<file path="src/hdl/brx_pkg.sv">
// shared constants and types for the backplane receive output stage
package brx_pkg;

    // ------------------------------------------------------------
    // register map
    // ------------------------------------------------------------
    localparam int APB_AW = 12;                  // apb address width
    localparam logic [11:0] CFG_OFS = 12'h000;   // configuration word
    localparam logic [11:0] STAT_OFS = 12'h004;  // position status word

    // ------------------------------------------------------------
    // field layout and reset values
    // ------------------------------------------------------------
    localparam int CFG_W = 6;                    // used bits of config word
    localparam int CFG_DUAL_POS = 0;             // dual-rail select
    localparam int CFG_BYP_POS = 1;              // elastic store bypass
    localparam int CFG_MODE_POS = 2;             // frame pulse mode, 2 bits
    localparam int CFG_SIGEN_POS = 4;            // signalling multiframing on
    localparam int CFG_CRCEN_POS = 5;            // crc multiframing on
    localparam logic [5:0] CFG_RST = 6'h30;      // single rail, frame mode
    localparam int STAT_W = 16;                  // used bits of status word
    localparam int STAT_BIT_POS = 0;             // bit position, 8 bits
    localparam int STAT_SIG_POS = 8;             // signalling frame, 4 bits
    localparam int STAT_CRC_POS = 12;            // crc frame, 4 bits

    // ------------------------------------------------------------
    // stream geometry
    // ------------------------------------------------------------
    localparam int BITS_PER_FRAME = 256;         // bits in one e1 frame
    localparam int FRAMES_PER_MF = 16;           // frames in a multiframe
    localparam int BIT_W = $clog2(BITS_PER_FRAME);
    localparam int MF_W = $clog2(FRAMES_PER_MF);

    // frame pulse output modes
    typedef enum logic [1:0] {
        FP_FRAME = 2'b00,
        FP_SIG_MF = 2'b01,
        FP_CRC_MF = 2'b10,
        FP_OFF = 2'b11
    } brx_fp_mode_t;

    // configuration word, msb first
    typedef struct packed {
        logic crc_mf_en;
        logic sig_mf_en;
        brx_fp_mode_t fp_mode;
        logic es_bypass;
        logic dual_rail;
    } brx_cfg_t;

    // status word, msb first
    typedef struct packed {
        logic [MF_W-1:0] crc_frame;
        logic [MF_W-1:0] sig_frame;
        logic [BIT_W-1:0] bit_pos;
    } brx_status_t;

endpackage

</file>
<file path="src/hdl/brx_apb_regs.sv">
// apb slave holding configuration and showing stream position
`timescale 1ns/1ps
module brx_apb_regs
    import brx_pkg::*;
(
    // clock and reset
    input wire logic mclk_i,
    input wire logic rstn_i,
    // apb
    input wire logic psel_i,
    input wire logic penable_i,
    input wire logic pwrite_i,
    input wire logic [APB_AW-1:0] paddr_i,
    input wire logic [31:0] pwdata_i,
    output logic [31:0] prdata_o,
    output logic pready_o,
    output logic pslverr_o,
    // block side
    output brx_cfg_t cfg_o,
    input wire brx_status_t status_i
);
    brx_cfg_t cfg_q;          // configuration register
    logic [31:0] prdata_q;    // read data, loaded in setup phase
    logic [31:0] rd_mux_w;    // read selection
    logic sel_cfg_w;
    logic sel_stat_w;
    logic hit_w;
    logic wr_w;

    // ------------------------------------------------------------
    // decode
    // ------------------------------------------------------------
    assign sel_cfg_w = (paddr_i == CFG_OFS);
    assign sel_stat_w = (paddr_i == STAT_OFS);
    assign hit_w = sel_cfg_w | sel_stat_w;
    assign wr_w = psel_i & penable_i & pwrite_i & sel_cfg_w;
    assign rd_mux_w = sel_cfg_w ? {{(32-CFG_W){1'b0}}, cfg_q} :
                      sel_stat_w ? {{(32-STAT_W){1'b0}}, status_i} : 32'h0000_0000;

    // zero wait states; unmapped words answer with an error
    assign pready_o = 1'b1;
    assign pslverr_o = psel_i & penable_i & ~hit_w;
    assign prdata_o = prdata_q;
    assign cfg_o = cfg_q;

    // config write and read capture
    always_ff @(posedge mclk_i or negedge rstn_i) begin
        if (!rstn_i) begin
            cfg_q <= brx_cfg_t'(CFG_RST);
            prdata_q <= 32'h0000_0000;
        end else begin
            if (wr_w) begin
                cfg_q <= brx_cfg_t'(pwdata_i[CFG_W-1:0]);
            end
            if (psel_i && !penable_i) begin
                prdata_q <= rd_mux_w;
            end
        end
    end
endmodule

</file>
<file path="src/hdl/brx_sync.sv">
// two-flop synchroniser with edge detection for pin inputs
`timescale 1ns/1ps
module brx_sync
    import brx_pkg::*;
#(
    parameter int W = 1
) (
    // clock and reset
    input wire logic mclk_i,
    input wire logic rstn_i,
    // asynchronous pins
    input wire logic [W-1:0] async_i,
    // synchronised level and edges
    output logic [W-1:0] level_o,
    output logic [W-1:0] rise_o,
    output logic [W-1:0] fall_o
);
    logic [W-1:0] meta_q;  // first stage, read only by sync_q
    logic [W-1:0] sync_q;  // second stage
    logic [W-1:0] dly_q;   // history for edge detection

    // sampling chain
    always_ff @(posedge mclk_i or negedge rstn_i) begin
        if (!rstn_i) begin
            meta_q <= '0;
            sync_q <= '0;
            dly_q <= '0;
        end else begin
            meta_q <= async_i;
            sync_q <= meta_q;
            dly_q <= sync_q;
        end
    end

    assign level_o = sync_q;
    assign rise_o = sync_q & ~dly_q;
    assign fall_o = ~sync_q & dly_q;
endmodule

</file>
<file path="src/hdl/brx_top.sv">
// backplane receive output stage: data, signalling and frame pulse pins
//
// Added by the designer: the APB interface to the registers and the placing of the registers.
`timescale 1ns/1ps

// Contract
// - single rail: data pin carries store/extractor stream
// - store used: data changes on backplane clock fall
// - store bypassed: data changes on recovered clock fall
// - dual rail: positive pulses as nrz, recovered fall
// - dual rail: negative pulses as nrz, recovered fall
// - signalling pin repeats extracted bits every frame
// - signalling bits occupy timeslot bits five to eight
// - signalling pin follows the data pin timing
// - frame mode: one-clock pulse at bit one
// - signalling mode: pulse at frame one bit one
// - signalling pulse every sixteenth frame even unaligned
// - crc mode: pulse at crc frame one
// - crc unaligned: still pulse every sixteenth frame
module brx_top
    import brx_pkg::*;
(
    // clock and reset
    input wire logic mclk_i,
    input wire logic rstn_i,
    // apb register port
    input wire logic psel_i,
    input wire logic penable_i,
    input wire logic pwrite_i,
    input wire logic [APB_AW-1:0] paddr_i,
    input wire logic [31:0] pwdata_i,
    output logic [31:0] prdata_o,
    output logic pready_o,
    output logic pslverr_o,
    // pins from outside this clock domain
    input wire logic bp_rx_clock_i,
    input wire logic recovered_line_clock_i,
    input wire logic bp_rx_frame_pulse_in_i,
    input wire logic rz_pos_i,
    input wire logic rz_neg_i,
    // upstream stream logic, same clock
    input wire logic pcm_bit_i,
    input wire logic [3:0] sig_nibble_i,
    input wire logic line_frame_i,
    input wire logic sig_mf_align_i,
    input wire logic crc_mf_align_i,
    // backplane pins and bit strobe
    output logic bp_rx_data_out_o,
    output logic bp_rx_signalling_out_o,
    output logic bp_rx_frame_pulse_out_o,
    output logic bit_tick_o
);
    // ------------------------------------------------------------
    // reset release
    // ------------------------------------------------------------
    logic rst_meta_q;  // first stage, read only by rstn_q
    logic rstn_q;      // released reset used by the whole block

    // asynchronous assert, two-flop release
    always_ff @(posedge mclk_i or negedge rstn_i) begin
        if (!rstn_i) begin
            rst_meta_q <= 1'b0;
            rstn_q <= 1'b0;
        end else begin
            rst_meta_q <= 1'b1;
            rstn_q <= rst_meta_q;
        end
    end

    // ------------------------------------------------------------
    // pin sampling
    // ------------------------------------------------------------
    localparam int NSYNC = 5;
    logic [NSYNC-1:0] pin_lvl_w;   // order: neg, pos, fpi, rclk, bclk
    logic [NSYNC-1:0] pin_rise_w;
    logic [NSYNC-1:0] pin_fall_w;

    brx_sync #(.W(NSYNC)) u_sync (
        .mclk_i(mclk_i),
        .rstn_i(rstn_q),
        .async_i({rz_neg_i, rz_pos_i, bp_rx_frame_pulse_in_i,
                  recovered_line_clock_i, bp_rx_clock_i}),
        .level_o(pin_lvl_w),
        .rise_o(pin_rise_w),
        .fall_o(pin_fall_w)
    );

    logic bclk_rise_w;  // backplane clock rising
    logic bclk_fall_w;  // backplane clock falling
    logic rclk_fall_w;  // recovered clock falling
    logic fpi_w;        // backplane frame pulse level
    logic pos_w;        // rz positive pulse level
    logic neg_w;        // rz negative pulse level
    assign bclk_rise_w = pin_rise_w[0];
    assign bclk_fall_w = pin_fall_w[0];
    assign rclk_fall_w = pin_fall_w[1];
    assign fpi_w = pin_lvl_w[2];
    assign pos_w = pin_lvl_w[3];
    assign neg_w = pin_lvl_w[4];

    // ------------------------------------------------------------
    // registers
    // ------------------------------------------------------------
    brx_cfg_t cfg_w;
    brx_status_t status_w;

    brx_apb_regs u_regs (
        .mclk_i(mclk_i),
        .rstn_i(rstn_q),
        .psel_i(psel_i),
        .penable_i(penable_i),
        .pwrite_i(pwrite_i),
        .paddr_i(paddr_i),
        .pwdata_i(pwdata_i),
        .prdata_o(prdata_o),
        .pready_o(pready_o),
        .pslverr_o(pslverr_o),
        .cfg_o(cfg_w),
        .status_i(status_w)
    );

    // ------------------------------------------------------------
    // timing selection
    // ------------------------------------------------------------
    logic line_time_w;  // recovered clock drives the pins
    logic tick_w;       // one-cycle strobe per output bit
    // bypass or dual rail use line timing
    assign line_time_w = cfg_w.es_bypass | cfg_w.dual_rail;
    assign tick_w = line_time_w ? rclk_fall_w : bclk_fall_w;
    assign bit_tick_o = tick_w;

    // ------------------------------------------------------------
    // frame position
    // ------------------------------------------------------------
    logic [BIT_W-1:0] bit_q;     // bit now on the pins, 0 is bit 1
    logic [MF_W-1:0] sig_q;      // signalling frame, 0 is frame 1
    logic [MF_W-1:0] crc_q;      // crc frame, 0 is frame 1
    logic align_pend_q;          // frame start waiting for next tick
    logic align_src_w;           // new frame alignment event
    logic [BIT_W-1:0] nxt_bit_w;
    logic [MF_W-1:0] nxt_sig_w;
    logic [MF_W-1:0] nxt_crc_w;
    logic fstart_w;              // next bit opens a frame

    // backplane pulse is taken on rising backplane edges only;
    // a wide pulse realigns at every rising edge it spans, so the frame starts after the last one
    assign align_src_w = line_time_w ? line_frame_i : (fpi_w & bclk_rise_w);
    assign nxt_bit_w = align_pend_q ? '0 : bit_q + BIT_W'(1);
    assign fstart_w = (nxt_bit_w == '0);
    assign nxt_sig_w = !fstart_w ? sig_q :
                       (cfg_w.sig_mf_en && sig_mf_align_i) ? '0 : sig_q + MF_W'(1);
    // free count keeps the sixteen-frame spacing
    assign nxt_crc_w = !fstart_w ? crc_q :
                       (cfg_w.crc_mf_en && crc_mf_align_i) ? '0 : crc_q + MF_W'(1);

    // position counters advance with the output strobe
    always_ff @(posedge mclk_i or negedge rstn_q) begin
        if (!rstn_q) begin
            bit_q <= '1;
            sig_q <= '1;
            crc_q <= '1;
            align_pend_q <= 1'b0;
        end else begin
            if (tick_w) begin
                bit_q <= nxt_bit_w;
                sig_q <= nxt_sig_w;
                crc_q <= nxt_crc_w;
            end
            // a new alignment event beats the clear by the tick
            align_pend_q <= align_src_w | (align_pend_q & ~tick_w);
        end
    end

    assign status_w = '{crc_frame: crc_q, sig_frame: sig_q, bit_pos: bit_q};

    // ------------------------------------------------------------
    // dual-rail pulse capture
    // ------------------------------------------------------------
    logic pos_seen_q;  // positive pulse seen in this bit
    logic neg_seen_q;  // negative pulse seen in this bit
    logic pos_bit_w;
    logic neg_bit_w;
    assign pos_bit_w = pos_seen_q | pos_w;
    assign neg_bit_w = neg_seen_q | neg_w;

    // rz pulses are short; hold them until the bit boundary
    // rail pulse capture
    always_ff @(posedge mclk_i or negedge rstn_q) begin
        if (!rstn_q) begin
            pos_seen_q <= 1'b0;
            neg_seen_q <= 1'b0;
        end else begin
            pos_seen_q <= pos_w | (pos_seen_q & ~tick_w);
            neg_seen_q <= neg_w | (neg_seen_q & ~tick_w);
        end
    end

    // ------------------------------------------------------------
    // output selection
    // ------------------------------------------------------------
    logic sig_sel_w;  // signalling bit for the next position
    logic data_d;
    logic sig_d;
    logic fp_d;
    logic data_q;
    logic sigo_q;
    logic fp_q;

    // nibble msb at bit five, lsb at bit eight
    assign sig_sel_w = nxt_bit_w[2] & sig_nibble_i[~nxt_bit_w[1:0]];
    // pins shared between single and dual rail
    assign data_d = cfg_w.dual_rail ? pos_bit_w : pcm_bit_i;
    assign sig_d = cfg_w.dual_rail ? neg_bit_w : sig_sel_w;

    // frame pulse by mode, for the next position
    always_comb begin
        fp_d = 1'b0;
        case (cfg_w.fp_mode)
            FP_FRAME: fp_d = fstart_w;
            FP_SIG_MF: fp_d = fstart_w && (nxt_sig_w == '0);
            FP_CRC_MF: fp_d = fstart_w && (nxt_crc_w == '0);
            default: fp_d = 1'b0;
        endcase
    end

    // pins change only on the strobe
    always_ff @(posedge mclk_i or negedge rstn_q) begin
        if (!rstn_q) begin
            data_q <= 1'b0;
            sigo_q <= 1'b0;
            fp_q <= 1'b0;
        end else if (tick_w) begin
            data_q <= data_d;
            sigo_q <= sig_d;
            fp_q <= fp_d;
        end
    end

    assign bp_rx_data_out_o = data_q;
    assign bp_rx_signalling_out_o = sigo_q;
    assign bp_rx_frame_pulse_out_o = fp_q;
endmodule

</file>
<file path="config.mk">
export PLATFORM = sky130hd
export DESIGN_NAME = brx_top
export DESIGN_NICKNAME = d
export VERILOG_FILES = /design/src/hdl/brx_pkg.sv /design/src/hdl/brx_apb_regs.sv /design/src/hdl/brx_sync.sv /design/src/hdl/brx_top.sv
export SDC_FILE = /design/constraint.sdc
export NUM_CORES = 1
export LEC_CHECK = 0
export ABC_CLOCK_PERIOD_IN_PS = 1900
export BUFFER_PORTS_ARGS = -buffer_cell sky130_fd_sc_hd__buf_2
export CAP_MARGIN = 20
export CELL_PAD_IN_SITES_DETAIL_PLACEMENT = 0
export CELL_PAD_IN_SITES_GLOBAL_PLACEMENT = 2
export CORE_ASPECT_RATIO = 1.1
export CORE_UTILIZATION = 31
export DETAILED_ROUTE_END_ITERATION = 8
export PLACE_DENSITY_LB_ADDON = 0.1
export REMOVE_ABC_BUFFERS = 1
export SYNTH_ARGS = -nofsm -noshare
export SYNTH_HDL_FRONTEND = slang
export SYNTH_SLANG_ARGS = --single-unit
</file>
<file path="constraint.sdc">
create_clock -name mclk_i -period 1.9 [get_ports mclk_i]
set_input_delay 0 -clock mclk_i [delete_from_list [all_inputs] [get_ports mclk_i]]
set_output_delay 0 -clock mclk_i [all_outputs]
set_load 0.01 [all_outputs]
</file>
* Word-level counts from Yosys, hierarchy flattened
Index checks and enable logic that the tools add are counted.
Storage, ports and cells: register bits 74, output and inout port bits 38, word-level logic and storage cells 75
Cells by class: add/subtract/negate cells 3, $lt $le $gt $ge 1, eq/ne operators 3, mux-type cells 14, bitwise gates (word level) 23, reductions and logical operators 11
Operator list (count):
- two-way mux 32 bit | 1
- two-way mux 16 bit | 1
- two-way mux 4 bit | 4
- equality test 12 x 3 -> 1 bit (second input constant) | 1
- logical NOT 12 bit | 1
- AND 1 bit | 10
- adder 4 x 1 -> 4 bit (second input constant) | 2
- adder 8 x 1 -> 8 bit (second input constant) | 1
- logical NOT 4 bit | 2
- logical NOT 8 bit | 1
- two-way mux 8 bit | 1
- bitwise OR 1 bit | 7
- logical AND 1 bit | 5
- two-way mux 1 bit | 5
- inverter 2 bit | 2
- < comparator 2 x 3 -> 1 bit (second input constant) | 1
- inverter 1 bit | 3
- one-hot mux 1 bit (3 select lines) | 1
- AND 2 bit | 1
- binary-select mux 1 bit (select 2 bit) | 1
- equality test 2 x 1 -> 1 bit (second input constant) | 1
- equality test 2 bit (second input constant) | 1
- logical NOT 2 bit | 1
- logical NOT 1 bit | 1

* Logic depth before layout (Yosys ltp)
depth in word-level cells 7, mapped depth 8

* Modules after synthesis
From an unflattened synthesis, not the netlist that was laid out.
Unflattened totals: cell total of the unflattened synthesis 299, area, all modules 3056.7 um^2
By module, submodules not included:
- brx_top | instances 1, cells each 164, area an instance 1453.9 um^2, sequential area each 620.6 um^2
- brx_apb_regs | instances 1, cells each 110, area an instance 1139.8 um^2, sequential area each 553.0 um^2
- brx_sync | instances 1, cells each 25, area an instance 462.9 um^2, sequential area each 375.4 um^2

* Worst setup path before layout
OpenSTA, ideal clock, no wires.
path type reg-to-reg, start register bit_q[1], end register sig_q[2], setup time 80 ps, data arrival time 2087 ps, data required time 1820 ps, slack -267 ps, cell stages (with the launch flop) 8, path buffers 0, clock period less this slack 2167 ps, path through dfstp_2 ha_1 nor4b_1 and3_1 o211ai_2 a211oi_4 o21ai_0 a32o_1
On the way: word-level cells in the longest chain between the ends 4
Ends and longest elaborated chain:
- start: declaration | line brx_top.sv:135 | logic [BIT_W-1:0] bit_q;
- start signal: assignment | line brx_top.sv:165 | bit_q <= nxt_bit_w;
- adder 8 x 1 -> 8 bit | line brx_top.sv:148 | assign nxt_bit_w = align_pend_q ? '0 : bit_q + BIT_W'(1);
- two-way mux 8 bit | line brx_top.sv:148
- logical NOT 8 bit | line brx_top.sv:149 | assign fstart_w = (nxt_bit_w == '0);
- two-way mux 4 bit | line brx_top.sv:150 | assign nxt_sig_w = !fstart_w ? sig_q :
- end signal: assignment | line brx_top.sv:166 | sig_q <= nxt_sig_w;
- end: declaration | line brx_top.sv:136 | logic [MF_W-1:0] sig_q;
No other way between the ends. A chain may end at the register's enable or synchronous reset.

* Worst setup path after layout
start register bit_q[0], end register crc_q[3]
On the way: word-level cells in the longest chain between the ends 4
Ends and longest elaborated chain:
- adder 8 x 1 -> 8 bit | line brx_top.sv:148
- two-way mux 8 bit | line brx_top.sv:148
- logical NOT 8 bit | line brx_top.sv:149
- two-way mux 4 bit | line brx_top.sv:153 | assign nxt_crc_w = !fstart_w ? crc_q :
- end signal: assignment | line brx_top.sv:167 | crc_q <= nxt_crc_w;
- end: declaration | line brx_top.sv:137 | logic [MF_W-1:0] crc_q;
No other way between the ends.

==> impl_metrics.env <==
export IMPL_worstSetupPathType="reg -> reg"
export IMPL_vias=2385
export IMPL_syn_inst=270
export IMPL_max_vdd_ir_drop_uv=419
export IMPL_hold_path_class="in -> reg"
export IMPL_worst_path_max_delay_cell="dfstp_2"
export IMPL_rows=36
export IMPL_fin_util_pct=45.8
export IMPL_p_seq_share_pct=40.0
export IMPL_multi_input_comb_area_sq_mm=0.00138
export IMPL_fp_dieH_um=104
export IMPL_violations="negative setup slack"
export IMPL_drc=0
export IMPL_min_period_ns=2.14
export IMPL_max_freq_mhz=467
export IMPL_postPlaceCellArea_sq_mm=0.00361
export IMPL_cpPeakStageDelay_ns=0.57
export IMPL_synth_edf_count=0
export IMPL_cp_start_kind="flip-flop"
export IMPL_ys_ff_latch=58
export IMPL_ant_nets=0
export IMPL_dp_final_hpwl_mm=5.24
export IMPL_finalSetupViolCount=9
export IMPL_vias_per_cell=4.67
export IMPL_fill_cells=901
export IMPL_antenna_found_initial=0
export IMPL_nets=460
export IMPL_cp_cell_sequence="ha_4 > nor4b_2 > and3_1 > o211ai_2 > a211oi_4 > buf_6 > buf_12 > nand2_1 > a32o_1"
export IMPL_finalPower_mw=3.95
export IMPL_clk_path_buf_depth=2
export IMPL_fp_dieW_um=94.7
export IMPL_clock_skew_ns=0.00707
export IMPL_syn_cell_area_sq_mm=0.00293
export IMPL_netSwitchingFraction_pct=29.6
export IMPL_areaGrowthSynthToFinish_pct=40.9
export IMPL_insertion_delay_ns=0.34
export IMPL_ys_top_cells_by_count="dfrtp_1 (40), nand2_1 (32), o21ai_0 (21), buf_4 (18), dfstp_2 (18)"
export IMPL_cts_tree="yes"
export IMPL_avgSynthCellArea_sq_um=10.8
export IMPL_core_area_sq_mm=0.00901
export IMPL_cap_violations=0
export IMPL_design_area_sq_mm=0.00413
export IMPL_p_leak_nw=1.95
export IMPL_io_buffers=56
export IMPL_p_int_mw=2.78
export IMPL_avgRoutedWirePerCell_um=14.4
export IMPL_synth_flop_cell="dfrtp_1"
export IMPL_p_switching_mw=1.17
export IMPL_ys_warn_count=0
export IMPL_crit_arrival_ns=2.41
export IMPL_grt_max_degree=24
export IMPL_async_reset_ff_share_pct=100
export IMPL_timing_hold_ws_ns=0.0958
export IMPL_gp_congestion=0.787
export IMPL_synth_area_leaders="dfrtp_1 (34%), dfstp_2 (16%), buf_4 (4.6%), nand2_1 (4.1%), o21ai_0 (3.6%)"
export IMPL_path_max_fanout=7
export IMPL_drtIter0Drc=64
export IMPL_die_area_sq_mm=0.00984
export IMPL_drv_slew=0
export IMPL_drive_gt1_share_pct=43.3
export IMPL_synthMostInstantiatedCell="dfrtp_1"
export IMPL_p_per_area_mw_per_mm2=957
export IMPL_start_util_pct=32.5
export IMPL_synth_top_cell_area_share_pct=34.2
export IMPL_clkSinkCount=58
export IMPL_instances_no_fill=511
export IMPL_finalHoldViolCount=0
export IMPL_clkPwrFrac_pct=32.0
export IMPL_fin_crit_sh_pct=113
export IMPL_fin_ws_ns=-0.241
export IMPL_clk_pin_slew_ns=0.07
export IMPL_grt_pass1_wl_mm=11.6
export IMPL_end_kind="flip-flop"
export IMPL_seqCellArea_sq_mm=0.00148
export IMPL_status="finished with violations"
export IMPL_yosysSeqAreaShare_pct=50.3
export IMPL_synth_area_leader_cell="dfrtp_1"
export IMPL_drt_first_pass_iters=4
export IMPL_io_pins=100
export IMPL_gr_usage_all_layers_pct=15.6
export IMPL_drt_wl_total_mm=7.36
export IMPL_ys_types=54
export IMPL_grt_pass1_vias=2339
export IMPL_htreeDepth=3
export IMPL_cp_required_ns=2.17
export IMPL_diodes=0
export IMPL_rsz0062_at_grt="yes"
export IMPL_dp_cells=477
export IMPL_cts_made_buffers=9
export IMPL_cts_root_buffer="clkbuf_8"
export IMPL_combinationalPowerShare_pct=28.0
export IMPL_grt_ovfl_total=0
cell families (layout without fill, tap and decap cells):
kind of cell    count (synthesis)  in the layout  synth area share, %
xor+xnor                        3              3                0.897
buf+inv                        39            150                 8.20
mux                            16             16                 6.49
flops                          58             58                 50.3
compound gates                 61             61                 15.2
other cells                     2             18                0.256
fa+ha+maj                       6              6                 2.56
simple gates                   85             85                 16.1
state kept, by name, summed over array words and instances, names as in the netlist:
| signal | flops |
|---|---|
| bp_rx_frame_pulse_out_o | 1 |
| pos_seen_q | 1 |
| bit_q | 8 |
| bp_rx_signalling_out_o | 1 |
| bp_rx_data_out_o | 1 |
| u_regs.cfg_o | 6 |
| neg_seen_q | 1 |
| sig_q | 4 |
| u_sync.meta_q | 5 |
| crc_q | 4 |
| rst_meta_q | 1 |
| align_pend_q | 1 |
| u_sync.dly_q | 2 |
| u_regs.prdata_o | 16 |
| rstn_q | 1 |
| u_sync.level_o | 5 |
metrics by stage:
step                      setup TNS (ns)  worst slack, ns
after floorplan                    -3.88           -0.482
after global placement             -2.43           -0.336
after detailed placement           -2.91           -0.393
after CTS                          -1.73           -0.244
after global routing               -2.64           -0.324
final                              -1.62           -0.241
cell type report:
cell class / count / share of cell area [%]
flip-flops and latches: 58 / 35.7
multi-input cells: 189 / 33.4
repair buffers: 123 / 21.1
well taps: 114 / 3.46
clock buffers: 9 / 3.00
clock inverters: 7 / 2.27
inverters: 11 / 1.00
per-layer routing:
layer | vias up | track usage [%] | share of wire, %
li1 | 1176 | - | -
met2 | 39 | 24.9 | 49
met1 | 1163 | 20.1 | 46
met5 | - | 0 | 0
met4 | 0 | 4.87 | 1.2
met3 | 7 | 4.39 | 3.1
final timing paths:
| check | start | to | slack (ns) | cells after the start |
|---|---|---|---|---|
| hold / removal | sig_mf_align_i | sig_q[1]$_DFFE_PN1P_ | 0.1 | 5 |
| min in group asynchronous | rstn_q$_DFF_PN0_ | bp_rx_frame_pulse_out_o$_DFFE_PN0P_ | 0.22 | 0 |
| hold reg to reg | rstn_q$_DFF_PN0_ | bp_rx_frame_pulse_out_o$_DFFE_PN0P_ | 0.22 | 0 |
| setup / recovery | bit_q[0]$_DFFE_PN1P_ | crc_q[3]$_DFFE_PN1P_ | -0.24 | 9 |
| max in group asynchronous | rstn_q$_DFF_PN0_ | bit_q[5]$_DFFE_PN1P_ | 1.10 | 1 |
| setup reg to reg | bit_q[0]$_DFFE_PN1P_ | crc_q[3]$_DFFE_PN1P_ | -0.24 | 9 |
cells in the final DEF (no fill, tap or decap), types with 3 or more instances in the layout:
master         count
dlygate4sd3_1     15
a21o_1             3
nor3_1             3
o31ai_1            8
inv_1             10
a32o_1             3
a31oi_1            3
nor2_1            10
mux2i_1           10
buf_4             47
nand3_1            6
mux2_4             6
nor4_2             3
dfstp_2           18
nand4_1            4
ha_1               5
buf_2             56
a22o_1            10
o21ai_0           19
and3_1             3
conb_1            18
clkbuf_8           9
nand2b_1           4
nand2_1           32
dfrtp_1           39
timing repair:
item,in CTS,in global routing
pin swaps,4,2
buffers inserted,1,1
setup endpoints to repair,11,13
endpoints found under the hold margin,15,0
cloned,0,1
hold buffers,15,0
resized for setup,7,12
power groups by stage:
stage / logic (mW) / registers (mW) / clock network [mW]
after global placement: 0.984 / 1.59 / 0
final: 1.11 / 1.58 / 1.26
after detailed placement: 0.993 / 1.59 / 0
after CTS: 1.06 / 1.58 / 1.30
after floorplan: 0.445 / 1.63 / 0
after global routing: 1.22 / 1.60 / 1.38
worst max-delay path: cells and delay by family, from the launching register on:
kind                     cells  cell delay (ns)
flip-flops                   1             0.57
AND/OR/NAND/NOR              3             0.44
adder cells (fa/ha/maj)      1             0.22
buffers and inverters        2             0.28
AO/OA/AOI/OAI                3             0.55
(Power assumes the default switching activity.)
